$ cat src/rtl/ulp_pkg.sv
// Shared constants and types for the LPM status and flag block
// How it works
// - Seven-bit read/write function address for the LPM payload sits in bits 14 to 8.
// - Device role: unsupported link state in a received LPM sets bit 5.
// - Device role: an LPM naming an unsupported link state is answered with STALL.
// - Any resume of the USB controller sets bit 4.
// - Device role: pending receive FIFO data with a supported link state makes the answer NYET and sets bit 3.
// - Host role: LPM sent and answered with ACK sets bit 3.
// - Device role: received LPM answered with ACK sets bit 2.
// - Host role: LPM sent and answered with ACK sets bit 2.
// - Device role: received LPM answered with NYET sets bit 1.
// - Host role: LPM sent and answered with NYET sets bit 1.
// - Bits 31 to 15 and 7 to 6 read zero, writes ignored.
package ulp_pkg;

   // Register byte offsets
   localparam logic [7:0] ULP_OFS_CTRL2 = 8'h00;
   localparam logic [7:0] ULP_OFS_INT_STAT = 8'h04;
   localparam logic [7:0] ULP_OFS_INT_MASK = 8'h08;
   localparam logic [7:0] ULP_OFS_STATE = 8'h0c;

   // Field layout
   localparam int ULP_FADDR_LSB = 8;
   localparam int ULP_FADDR_W = 7;
   localparam int ULP_FLAG_W = 6;
   localparam int ULP_FLAG_ERR = 5;
   localparam int ULP_FLAG_RES = 4;
   localparam int ULP_FLAG_NC = 3;
   localparam int ULP_FLAG_ACK = 2;
   localparam int ULP_FLAG_NY = 1;
   localparam int ULP_FLAG_TXN = 0;
   localparam int ULP_ST_ROLE = 0;
   localparam int ULP_ST_HS_LSB = 1;
   localparam int ULP_ST_IRQ = 3;

   // Reset values
   localparam logic [6:0] ULP_FADDR_RST = 7'h00;
   localparam logic [5:0] ULP_FLAGS_RST = 6'h00;
   localparam logic [5:0] ULP_MASK_RST = 6'h00;

   // Link states accepted by default, one bit per state value
   localparam logic [15:0] ULP_LINK_OK_DEF = 16'h0002;

   typedef enum logic [1:0] {
      ULP_HS_ACK,
      ULP_HS_NYET,
      ULP_HS_STALL,
      ULP_HS_NONE
   } ulp_hs_t;

endpackage

$ cat src/rtl/ulp_regbus_if.sv
// Internal register access channel between bus slave and register file
`timescale 1ns/100ps
interface ulp_regbus_if;
   logic acc;
   logic we;
   logic [7:0] adr;
   logic [3:0] sel;
   logic [31:0] wdata;
   logic [31:0] rdata;

   modport bus (output acc, output we, output adr, output sel, output wdata, input rdata);
   modport regs (input acc, input we, input adr, input sel, input wdata, output rdata);
endinterface

$ cat src/rtl/ulp_lpm_flags.sv
// LPM status flags, payload address and interrupt registers
//
// The Wishbone interface to the registers and the register offsets were chosen for this implementation.
`timescale 1ns/100ps
module ulp_lpm_flags
   import ulp_pkg::*;
#(
   parameter logic [15:0] LINK_OK = ULP_LINK_OK_DEF
) (
   // Clock and reset
   input wire logic clk_i,
   input wire logic rst_i,
   // Wishbone slave
   input wire logic wb_cyc_i,
   input wire logic wb_stb_i,
   input wire logic wb_we_i,
   input wire logic [7:0] wb_adr_i,
   input wire logic [3:0] wb_sel_i,
   input wire logic [31:0] wb_dat_i,
   output logic [31:0] wb_dat_o,
   output logic wb_ack_o,
   // USB core role and events
   input wire logic host_mode_i,
   input wire logic usb_resume_i,
   input wire logic lpm_txn_i,
   input wire logic [5:0] flag_ack_i,
   // Device role: received LPM
   input wire logic lpm_rx_i,
   input wire logic [3:0] link_state_i,
   input wire logic rx_fifo_pending_i,
   // Host role: answer from attached device
   input wire logic host_hs_valid_i,
   input wire ulp_hs_t host_hs_i,
   // Answer to a received LPM
   output logic hs_valid_o,
   output ulp_hs_t hs_code_o,
   // Payload address and interrupt
   output logic [6:0] lpm_payload_function_address_o,
   output logic irq_o
);

   typedef struct packed {
      logic [6:0] faddr;
      logic [5:0] flags;
      logic [5:0] int_stat;
      logic [5:0] int_mask;
      ulp_hs_t last_hs;
      logic irq;
   } ulp_flags_t;

   ulp_flags_t s_reg, s_next;

   ulp_regbus_if rb ();

   logic dev_hs_valid;
   ulp_hs_t dev_hs;
   logic ev_err;
   logic ev_nc;
   logic ev_ack;
   logic ev_ny;
   logic [5:0] set_vec;
   logic host_ev;

   // Set wins over a clear arriving in the same cycle
   function automatic logic [5:0] set_clr(
      input logic [5:0] cur,
      input logic [5:0] set,
      input logic [5:0] clr
   );
      set_clr = (cur & ~clr) | set;
   endfunction

   // Writes reach only the byte lanes that sel enables
   function automatic logic [31:0] lane_mask(input logic [3:0] sel);
      lane_mask = {{8{sel[3]}}, {8{sel[2]}}, {8{sel[1]}}, {8{sel[0]}}};
   endfunction

   function automatic logic [31:0] flag_word(input logic [5:0] v);
      flag_word = {26'h000_0000, v};
   endfunction

   ulp_wb_slave u_wbs (
      .clk_i(clk_i),
      .rst_i(rst_i),
      .wb_cyc_i(wb_cyc_i),
      .wb_stb_i(wb_stb_i),
      .wb_we_i(wb_we_i),
      .wb_adr_i(wb_adr_i),
      .wb_sel_i(wb_sel_i),
      .wb_dat_i(wb_dat_i),
      .wb_dat_o(wb_dat_o),
      .wb_ack_o(wb_ack_o),
      .rb(rb.bus)
   );

   ulp_lpm_responder #(
      .LINK_OK(LINK_OK)
   ) u_rsp (
      .clk_i(clk_i),
      .rst_i(rst_i),
      .lpm_rx_i(lpm_rx_i & ~host_mode_i),
      .link_state_i(link_state_i),
      .rx_fifo_pending_i(rx_fifo_pending_i),
      .hs_valid_o(dev_hs_valid),
      .hs_code_o(dev_hs),
      .ev_err_o(ev_err),
      .ev_nc_o(ev_nc),
      .ev_ack_o(ev_ack),
      .ev_ny_o(ev_ny)
   );

   assign hs_valid_o = dev_hs_valid;
   assign hs_code_o = dev_hs;
   assign lpm_payload_function_address_o = s_reg.faddr;
   assign irq_o = s_reg.irq;

   // Host answers only count while host role is selected
   assign host_ev = host_hs_valid_i & host_mode_i;

   always_comb begin
      set_vec = 6'h00;
      set_vec[ULP_FLAG_ERR] = ev_err;
      set_vec[ULP_FLAG_RES] = usb_resume_i;
      set_vec[ULP_FLAG_NC] = ev_nc | (host_ev & (host_hs_i == ULP_HS_ACK));
      set_vec[ULP_FLAG_ACK] = ev_ack | (host_ev & (host_hs_i == ULP_HS_ACK));
      set_vec[ULP_FLAG_NY] = ev_ny | (host_ev & (host_hs_i == ULP_HS_NYET));
      set_vec[ULP_FLAG_TXN] = lpm_txn_i;
   end

   // Read mux; unmapped offsets and unused bits read zero
   always_comb begin
      rb.rdata = 32'h0000_0000;
      case (rb.adr)
         ULP_OFS_CTRL2: begin
            rb.rdata[ULP_FADDR_LSB +: ULP_FADDR_W] = s_reg.faddr;
            rb.rdata[ULP_FLAG_W-1:0] = s_reg.flags;
         end
         ULP_OFS_INT_STAT: begin
            rb.rdata = flag_word(s_reg.int_stat);
         end
         ULP_OFS_INT_MASK: begin
            rb.rdata = flag_word(s_reg.int_mask);
         end
         ULP_OFS_STATE: begin
            rb.rdata[ULP_ST_ROLE] = host_mode_i;
            rb.rdata[ULP_ST_HS_LSB +: 2] = s_reg.last_hs;
            rb.rdata[ULP_ST_IRQ] = s_reg.irq;
         end
         default: begin
            rb.rdata = 32'h0000_0000;
         end
      endcase
   end

   always_comb begin
      logic [31:0] wm;
      logic [5:0] w1c;
      wm = lane_mask(rb.sel);
      w1c = 6'h00;
      s_next = s_reg;
      if (rb.acc && rb.we) begin
         case (rb.adr)
            ULP_OFS_CTRL2: begin
               // Only the address field is writable; flags ignore writes
               if (wm[ULP_FADDR_LSB]) begin
                  s_next.faddr = rb.wdata[ULP_FADDR_LSB +: ULP_FADDR_W];
               end
            end
            ULP_OFS_INT_STAT: begin
               w1c = rb.wdata[ULP_FLAG_W-1:0] & wm[ULP_FLAG_W-1:0];
            end
            ULP_OFS_INT_MASK: begin
               if (wm[0]) begin
                  s_next.int_mask = rb.wdata[ULP_FLAG_W-1:0];
               end
            end
            default: begin
               w1c = 6'h00;
            end
         endcase
      end
      // Flags cleared only by the core, never by software
      s_next.flags = set_clr(s_reg.flags, set_vec, flag_ack_i);
      s_next.int_stat = set_clr(s_reg.int_stat, set_vec, w1c);
      if (dev_hs_valid) begin
         s_next.last_hs = dev_hs;
      end
      s_next.irq = |(s_next.int_stat & s_next.int_mask);
   end

   always_ff @(posedge clk_i) begin
      if (rst_i) begin
         s_reg <= '{
            faddr: ULP_FADDR_RST,
            flags: ULP_FLAGS_RST,
            int_stat: ULP_FLAGS_RST,
            int_mask: ULP_MASK_RST,
            last_hs: ULP_HS_NONE,
            irq: 1'b0
         };
      end else begin
         s_reg <= s_next;
      end
   end
endmodule

$ cat src/rtl/ulp_wb_slave.sv
// Classic Wishbone slave front end with one-cycle answer
`timescale 1ns/100ps
module ulp_wb_slave (
   // Clock and reset
   input wire logic clk_i,
   input wire logic rst_i,
   // Wishbone
   input wire logic wb_cyc_i,
   input wire logic wb_stb_i,
   input wire logic wb_we_i,
   input wire logic [7:0] wb_adr_i,
   input wire logic [3:0] wb_sel_i,
   input wire logic [31:0] wb_dat_i,
   output logic [31:0] wb_dat_o,
   output logic wb_ack_o,
   // Register side
   ulp_regbus_if.bus rb
);
   typedef struct packed {
      logic ack;
      logic [31:0] dat;
   } ulp_wbs_t;

   ulp_wbs_t s_reg, s_next;

   // Commit at the edge where the master sees ack, never earlier
   assign rb.acc = wb_cyc_i & wb_stb_i & s_reg.ack;
   assign rb.we = wb_we_i;
   assign rb.adr = wb_adr_i;
   assign rb.sel = wb_sel_i;
   assign rb.wdata = wb_dat_i;
   assign wb_ack_o = s_reg.ack;
   assign wb_dat_o = s_reg.dat;

   always_comb begin
      s_next = s_reg;
      s_next.ack = wb_cyc_i & wb_stb_i & ~s_reg.ack;
      // Read data sampled as ack rises, stable while ack is high
      if (wb_cyc_i & wb_stb_i & ~s_reg.ack) begin
         s_next.dat = wb_we_i ? 32'h0000_0000 : rb.rdata;
      end
   end

   always_ff @(posedge clk_i) begin
      if (rst_i) begin
         s_reg <= '0;
      end else begin
         s_reg <= s_next;
      end
   end
endmodule

$ cat src/rtl/ulp_lpm_responder.sv
// Device-role handshake choice for received LPM transactions
`timescale 1ns/100ps
module ulp_lpm_responder
   import ulp_pkg::*;
#(
   parameter logic [15:0] LINK_OK = ULP_LINK_OK_DEF
) (
   // Clock and reset
   input wire logic clk_i,
   input wire logic rst_i,
   // Received LPM
   input wire logic lpm_rx_i,
   input wire logic [3:0] link_state_i,
   input wire logic rx_fifo_pending_i,
   // Answer valid and events are one-cycle pulses; answer code holds until the next LPM
   output logic hs_valid_o,
   output ulp_hs_t hs_code_o,
   output logic ev_err_o,
   output logic ev_nc_o,
   output logic ev_ack_o,
   output logic ev_ny_o
);
   typedef struct packed {
      logic vld;
      ulp_hs_t hs;
      logic err;
      logic nc;
      logic ack;
      logic ny;
   } ulp_rsp_t;

   ulp_rsp_t s_reg, s_next;

   assign hs_valid_o = s_reg.vld;
   assign hs_code_o = s_reg.hs;
   assign ev_err_o = s_reg.err;
   assign ev_nc_o = s_reg.nc;
   assign ev_ack_o = s_reg.ack;
   assign ev_ny_o = s_reg.ny;

   always_comb begin
      s_next = '0;
      s_next.hs = s_reg.hs;
      if (lpm_rx_i) begin
         s_next.vld = 1'b1;
         // Unsupported state outranks pending data: STALL, not NYET
         if (!LINK_OK[link_state_i]) begin
            s_next.hs = ULP_HS_STALL;
            s_next.err = 1'b1;
         end else if (rx_fifo_pending_i) begin
            s_next.hs = ULP_HS_NYET;
            s_next.nc = 1'b1;
            s_next.ny = 1'b1;
         end else begin
            s_next.hs = ULP_HS_ACK;
            s_next.ack = 1'b1;
         end
      end
   end

   always_ff @(posedge clk_i) begin
      if (rst_i) begin
         s_reg <= '{vld: 1'b0, hs: ULP_HS_NONE, default: 1'b0};
      end else begin
         s_reg <= s_next;
      end
   end
endmodule

$ cat config.mk
export PLATFORM = sky130hd
export DESIGN_NAME = ulp_lpm_flags
export DESIGN_NICKNAME = d
export VERILOG_FILES = /design/src/rtl/ulp_pkg.sv /design/src/rtl/ulp_regbus_if.sv /design/src/rtl/ulp_lpm_flags.sv /design/src/rtl/ulp_wb_slave.sv /design/src/rtl/ulp_lpm_responder.sv
export SDC_FILE = /design/constraint.sdc
export NUM_CORES = 1
export LEC_CHECK = 0
export ABC_AREA = 1
export BUFFER_PORTS_ARGS = -buffer_cell sky130_fd_sc_hd__buf_2
export CORE_ASPECT_RATIO = 1.25
export CORE_MARGIN = 2
export CORE_UTILIZATION = 46
export CTS_BUF_LIST = sky130_fd_sc_hd__clkbuf_8 sky130_fd_sc_hd__clkbuf_16
export DETAILED_ROUTE_END_ITERATION = 16
export PLACE_DENSITY = 0.86
export SYNTH_ARGS = -nofsm -noshare
export SYNTH_HDL_FRONTEND = slang
export SYNTH_SLANG_ARGS = --single-unit
export TNS_END_PERCENT = 20
$ cat constraint.sdc
create_clock -name clk_i -period 1.9 [get_ports clk_i]
set_input_delay 0.095 -clock clk_i [delete_from_list [all_inputs] [get_ports clk_i]]
set_output_delay 0.095 -clock clk_i [all_outputs]
set_load 0.05 [all_outputs]
[Word-level counts from Yosys, hierarchy flattened]
Memories as Yosys holds them, arrays and structs flattened.
Cells that the tools add are included.
Word-level totals
  ROM bits: 16
  memories kept: 1
  output and inout port bits: 44
  register bits: 67
  logic and storage cells: 65
Cells by class
  reductions and logical operators: 7
  mux-type cells: 17
  $lt $le $gt $ge: 1
  eq/ne operators: 4
  bitwise gates (word level): 22
Memories
  (name not given): words 16, width 1, rd ports 1, clocked after Yosys merged registers in 0, wr ports 0, RTL line ulp_lpm_responder.sv:47  | if (!LINK_OK[link_state_i]) begin
Operator list (count)
  $mux W6: 5
  $and A6 B6 Y6: 4
  $eq A8 B4 Y1 const B: 2
  $pmux W4 S4: 1
  $mux W15: 1
  $mux W7: 2
  $not A6 Y6: 2
  $or A6 B6 Y6: 2
  $eq A8 B3 Y1 const B: 1
  $logic_not A8 Y1: 1
  $and A1 B1 Y1: 7
  $pmux W2 S3: 1
  $reduce_or A6 Y1: 1
  $lt A4 B5 Y1 const B: 1
  $mux W1: 5
  $not A1 Y1: 4
  $mux W3: 1
  $or A1 B1 Y1: 3
  $reduce_and A3 Y1: 1
  $reduce_or A3 Y1: 1
  $eq A2 B1 Y1 const B: 1
  $logic_not A2 Y1: 1
  $mux W2: 1
  $reduce_or A2 Y1: 1
  $logic_and A1 B1 Y1: 1

[Depth between registers and ports, before layout]
  depth in word-level cells: 9
  depth in mapped cells: 12
  depth with buffers taken out: 11

[Cells and area by module]
Synthesis repeated with hierarchy kept, for this count alone.
Unflattened totals
  cells, all modules: 590
  area, all modules: 3791.1 sq um
Modules (own cells, without submodules)
  ulp_wb_slave: cells an instance 321, area an instance 1955.6 sq um, times used 1
  ulp_lpm_flags: cells an instance 245, area an instance 1620.3 sq um, times used 1
  ulp_lpm_responder: cells an instance 24, area an instance 215.2 sq um, times used 1

[Worst setup path after synthesis]
OpenSTA, ideal clock, no wires.
  kind: register to register
  from: reg u_wbs.s_reg (netlist bit u_wbs.wb_ack_o)
  to: reg s_reg (netlist bit irq_o)
  cell stages (with the launch flop): 10
  library setup time: 141 ps
  data arrival time: 1645 ps
  setup slack: 114 ps
  buffers on the path: 0
  cell sequence: dfxtp_1 -> nand4_1 -> nor2_1 -> nand2_1 -> nand2_1 -> nand2_1 -> nand2_1 -> nand2_1 -> nor2_1 -> a21oi_1
Between the ends
  longest elaborated chain between the ends: 8
  elaborated cells between the ends (all ways): 9
RTL lines
  start, declared: RTL line ulp_wb_slave.sv:24  | ulp_wbs_t s_reg, s_next;
  start signal, assigned: RTL line ulp_wb_slave.sv:48  | s_reg <= s_next;
  $and A1 B1 Y1 (*): RTL line ulp_wb_slave.sv:27  | assign rb.acc = wb_cyc_i & wb_stb_i & s_reg.ack;
  $logic_and A1 B1 Y1 (*): RTL line ulp_lpm_flags.sv:161  | if (rb.acc && rb.we) begin
  $mux W6: RTL line ulp_lpm_flags.sv:161
  $not A6 Y6: RTL line ulp_lpm_flags.sv:70  | set_clr = (cur & ~clr) | set;
  $and A6 B6 Y6: RTL line ulp_lpm_flags.sv:70
  $or A6 B6 Y6: RTL line ulp_lpm_flags.sv:70
  $and A6 B6 Y6 (*): RTL line ulp_lpm_flags.sv:188  | s_next.irq = |(s_next.int_stat & s_next.int_mask);
  $reduce_or A6 Y1 (*): RTL line ulp_lpm_flags.sv:188
  end signal, assigned: RTL line ulp_lpm_flags.sv:193  | s_reg <= '{
  end signal, assigned: RTL line ulp_lpm_flags.sv:202  | s_reg <= s_next;
  end, declared: RTL line ulp_lpm_flags.sv:51  | ulp_flags_t s_reg, s_next;
Mark *: on every way between the ends. The rest lies on a longest branch, timed or not.
A chain may end at the register's enable or synchronous reset.

[Final worst setup path]
Same ends and word-level chain as after synthesis.

==> impl_metrics.csv <==
group,metric,value,unit
critical_path,slowest_stage,"dfxtp_1",
final_layout,num_antenna_cells,0,
sta,hold_viol_final,0,
detailed_routing,via_per_inst,4.81,
power_and_ir_drop,netSwitchingFraction,0.233,
clock_tree,cts.sinks,48,
critical_path,worstSetupEndpointType,"flip-flop",
detailed_routing,drtPass1Iterations,5,
power_and_ir_drop,switching_power,0.530,mW
sta,final.setup.tns,0,ps
final_layout,final_nets,461,
critical_path,crit_buf_inv,2,
power_and_ir_drop,pwr-share-clk,0.439,
die,io_pins,111,
final_layout,area_growth,19.7,%
die,initial_core_util,0.483,
clock_tree,clk_latency,310,ps
place,hpwl,4.00,mm
critical_path,crit_top_cell,"nand2_1",
logic_synthesis,netlist_instances,328,
final_layout,final_core_util,0.577,
clock_tree,cts_buffers,5,
power_and_ir_drop,p_leak,1.36,nW
worst_hold_path,hold_class,"in -> reg",
die,die_area,5620,µm²
logic_synthesis,synth_cell_type_count,24,
sta,timing.final.crit_period,1580,ps
sta,fmax,0.635,GHz
power_and_ir_drop,p_comb_frac,0.106,
detailed_routing,num_vias,2187,
place,placed_cell_area,2600,µm²
final_layout,largest_reg_flops,20,
clock_tree,clk_pin_slew,90,ps
clock_tree,postCtsSetupBuffers,0,
grt,grt_max_degree,28,
detailed_routing,drt_iter0_drc,96,
detailed_routing,postRouteAntennaNets,0,
logic_synthesis,synth_top_area_cell,"dfxtp_1",
critical_path,crit_chain,"nand4_1 > inv_1 > nand2_1 > o21ai_0 > nand2_1 > nand2_1 > inv_1 > a21oi_1",
die,die_w,67.5,µm
die,die_y,83.3,µm
critical_path,critPathLaunchType,"flip-flop",
grt,grt_pass1_vias,2023,
sta,slew_viol_final,0,
critical_path,cpPeakStageDelay,350,ps
critical_path,cp.arrival,1800,ps
logic_synthesis,yosys_warnings,0,
final_layout,final_cell_area,2770,µm²
grt,grt.total_usage,0.188,
power_and_ir_drop,pwr_density_cell,820,nW/µm²
detailed_routing,wl,5.12,mm
place,place.gp.congestion,0.892,
run,cap_viol_max_count,0,
critical_path,crit_family,"simple AND/OR/NAND/NOR gates",
place,portBuffers,70,
critical_path,crit_required,2130,ps
sta,max_slew.worst_pin.slew,532,ps
logic_synthesis,synth_seq_area_share,0.415,
grt,grt_pass1_wl,8.23,mm
logic_synthesis,synth_area,2320,µm²
logic_synthesis,netlist.area_leader.share,0.415,
power_and_ir_drop,ir_drop,0.438,mV
final_layout,drive_above_1_share,0.261,
sta,rsz0062_at_grt,"false",
power_and_ir_drop,p_seq_frac,0.456,
detailed_routing,wl_per_cell,11.3,µm
status,status,"completed",
logic_synthesis,synth-seq-cells,48,
clock_tree,cts_tree,"yes",
sta,finalSetupViolations,0,
power_and_ir_drop,power.total,2.27,mW
grt,antenna_found_initial,0,
clock_tree,clock_path_buffers,2,
critical_path,reg2reg_slack,320,ps
logic_synthesis,synthTopCellsByArea,"dfxtp_1, nand2_1, buf_4",
sta,whs,26.1,ps
clock_tree,htree_levels,2,
critical_path,cp_max_fo,6,
clock_tree,cts-root-buf,"clkbuf_8",
logic_synthesis,syn_area_per_cell,7.06,µm²
sta,finClkSkew,7.68,ps
die,rows,28,
sta,relSlewSlack,0.645,
power_and_ir_drop,p_int,1.74,mW
critical_path,critPathKind,"reg -> reg",
grt,grt-ovfl-total,0,
sta,post-route-period-util,0.829,
detailed_routing,drc,0,
die,core,4800,µm²
## cell type report
cell class | instances | area, µm²
fill | 476 | 2030
multi-input combinational | 230 | 1050
sequential | 48 | 961
timing repair buffer | 76 | 398
inverter | 33 | 125
clock inverter | 3 | 90.1
tap | 60 | 75.1
clock buffer | 5 | 68.8
## through the flow
stage,setup slack (ps),std cells
after floorplan,114,346
after global placement,354,446
after detailed placement,317,446
after CTS,335,455
after global routing,182,455
final,325,455
## final timing paths
kind,from,end,cells past startpoint
worst min register to register,u_wbs.wb_dat_o[0]$_SDFFE_PP0P_,u_wbs.wb_dat_o[0]$_SDFFE_PP0P_,2
worst max-delay path,u_wbs.wb_ack_o$_SDFF_PP0_,irq_o$_SDFF_PP0_,8
worst max register to register,u_wbs.wb_ack_o$_SDFF_PP0_,irq_o$_SDFF_PP0_,8
worst min-delay path,wb_dat_i[12],lpm_payload_function_address_o[4]$_SDFFE_PP0P_,3
## cells by family (layout without fill, tap and decap cells)
logic type	Yosys count	count (layout)	synth area share
buf+inv	68	117	0.159
compound gates	44	44	0.109
flops	48	48	0.415
other cells	1	19	0.00162
simple gates	167	167	0.315
## placed cells by master (no fill, tap or decap), types with 2 or more instances in the layout
cell type    n
nor3_1       4
nand3_1     16
o21ai_0      4
nand2_2      8
buf_2       70
conb_1      19
a21oi_1     29
bufinv_16    3
clkbuf_8     5
buf_4        5
nand4_1      5
a21oi_2      7
nor2_2       2
nand2_1    110
nor2_1      17
a31oi_1      3
inv_1       32
dfxtp_1     48
## cell usage after synthesis
master and instances:
nor2_2 2, nand2_2 8, nand3_1 16, a21oi_1 29, nor4_4 1, a21oi_2 7
buf_6 1, clkinv_2 1, and2_1 1, nor2_1 17, clkbuf_1 6, conb_1 1
inv_1 32, nor3_1 4, a211oi_1 1, nand3b_1 1, a31oi_1 3, nand2_1 110
dfxtp_1 48, nand3_4 1, o21ai_0 4, buf_4 28, nor4_1 1, nand4_1 5
## worst reg2reg max path: stages, from the launching register on
cell and delay [ps]:
dfxtp_1 350, nand4_1 210, inv_1 310, nand2_1 90, o21ai_0 210, nand2_1 80, nand2_1 60, inv_1 40
a21oi_1 150
## timing repair
action | in CTS | in global routing
resized for setup | 0 | 0
hold buffers | 1 | 0
hold endpoints to repair | 1 | 0
## per-layer routing
metal	routed length (µm)	vias to the layer above	GRT usage
met5	0	-	0
li1	-	1118	-
met3	415	8	0.0583
met4	80	0	0.0835
met1	2060	969	0.209
met2	2570	92	0.317
## power groups by stage
stage | clock [mW] | combinational [mW] | sequential, mW
floorplan | 0 | 0.181 | 1.07
finish | 0.998 | 0.240 | 1.04
CTS | 1.02 | 0.240 | 1.04
global placement | 0 | 0.233 | 1.06
detailed placement | 0 | 0.238 | 1.06
global route | 1.06 | 0.261 | 1.04
(Power assumes the default switching activity.)
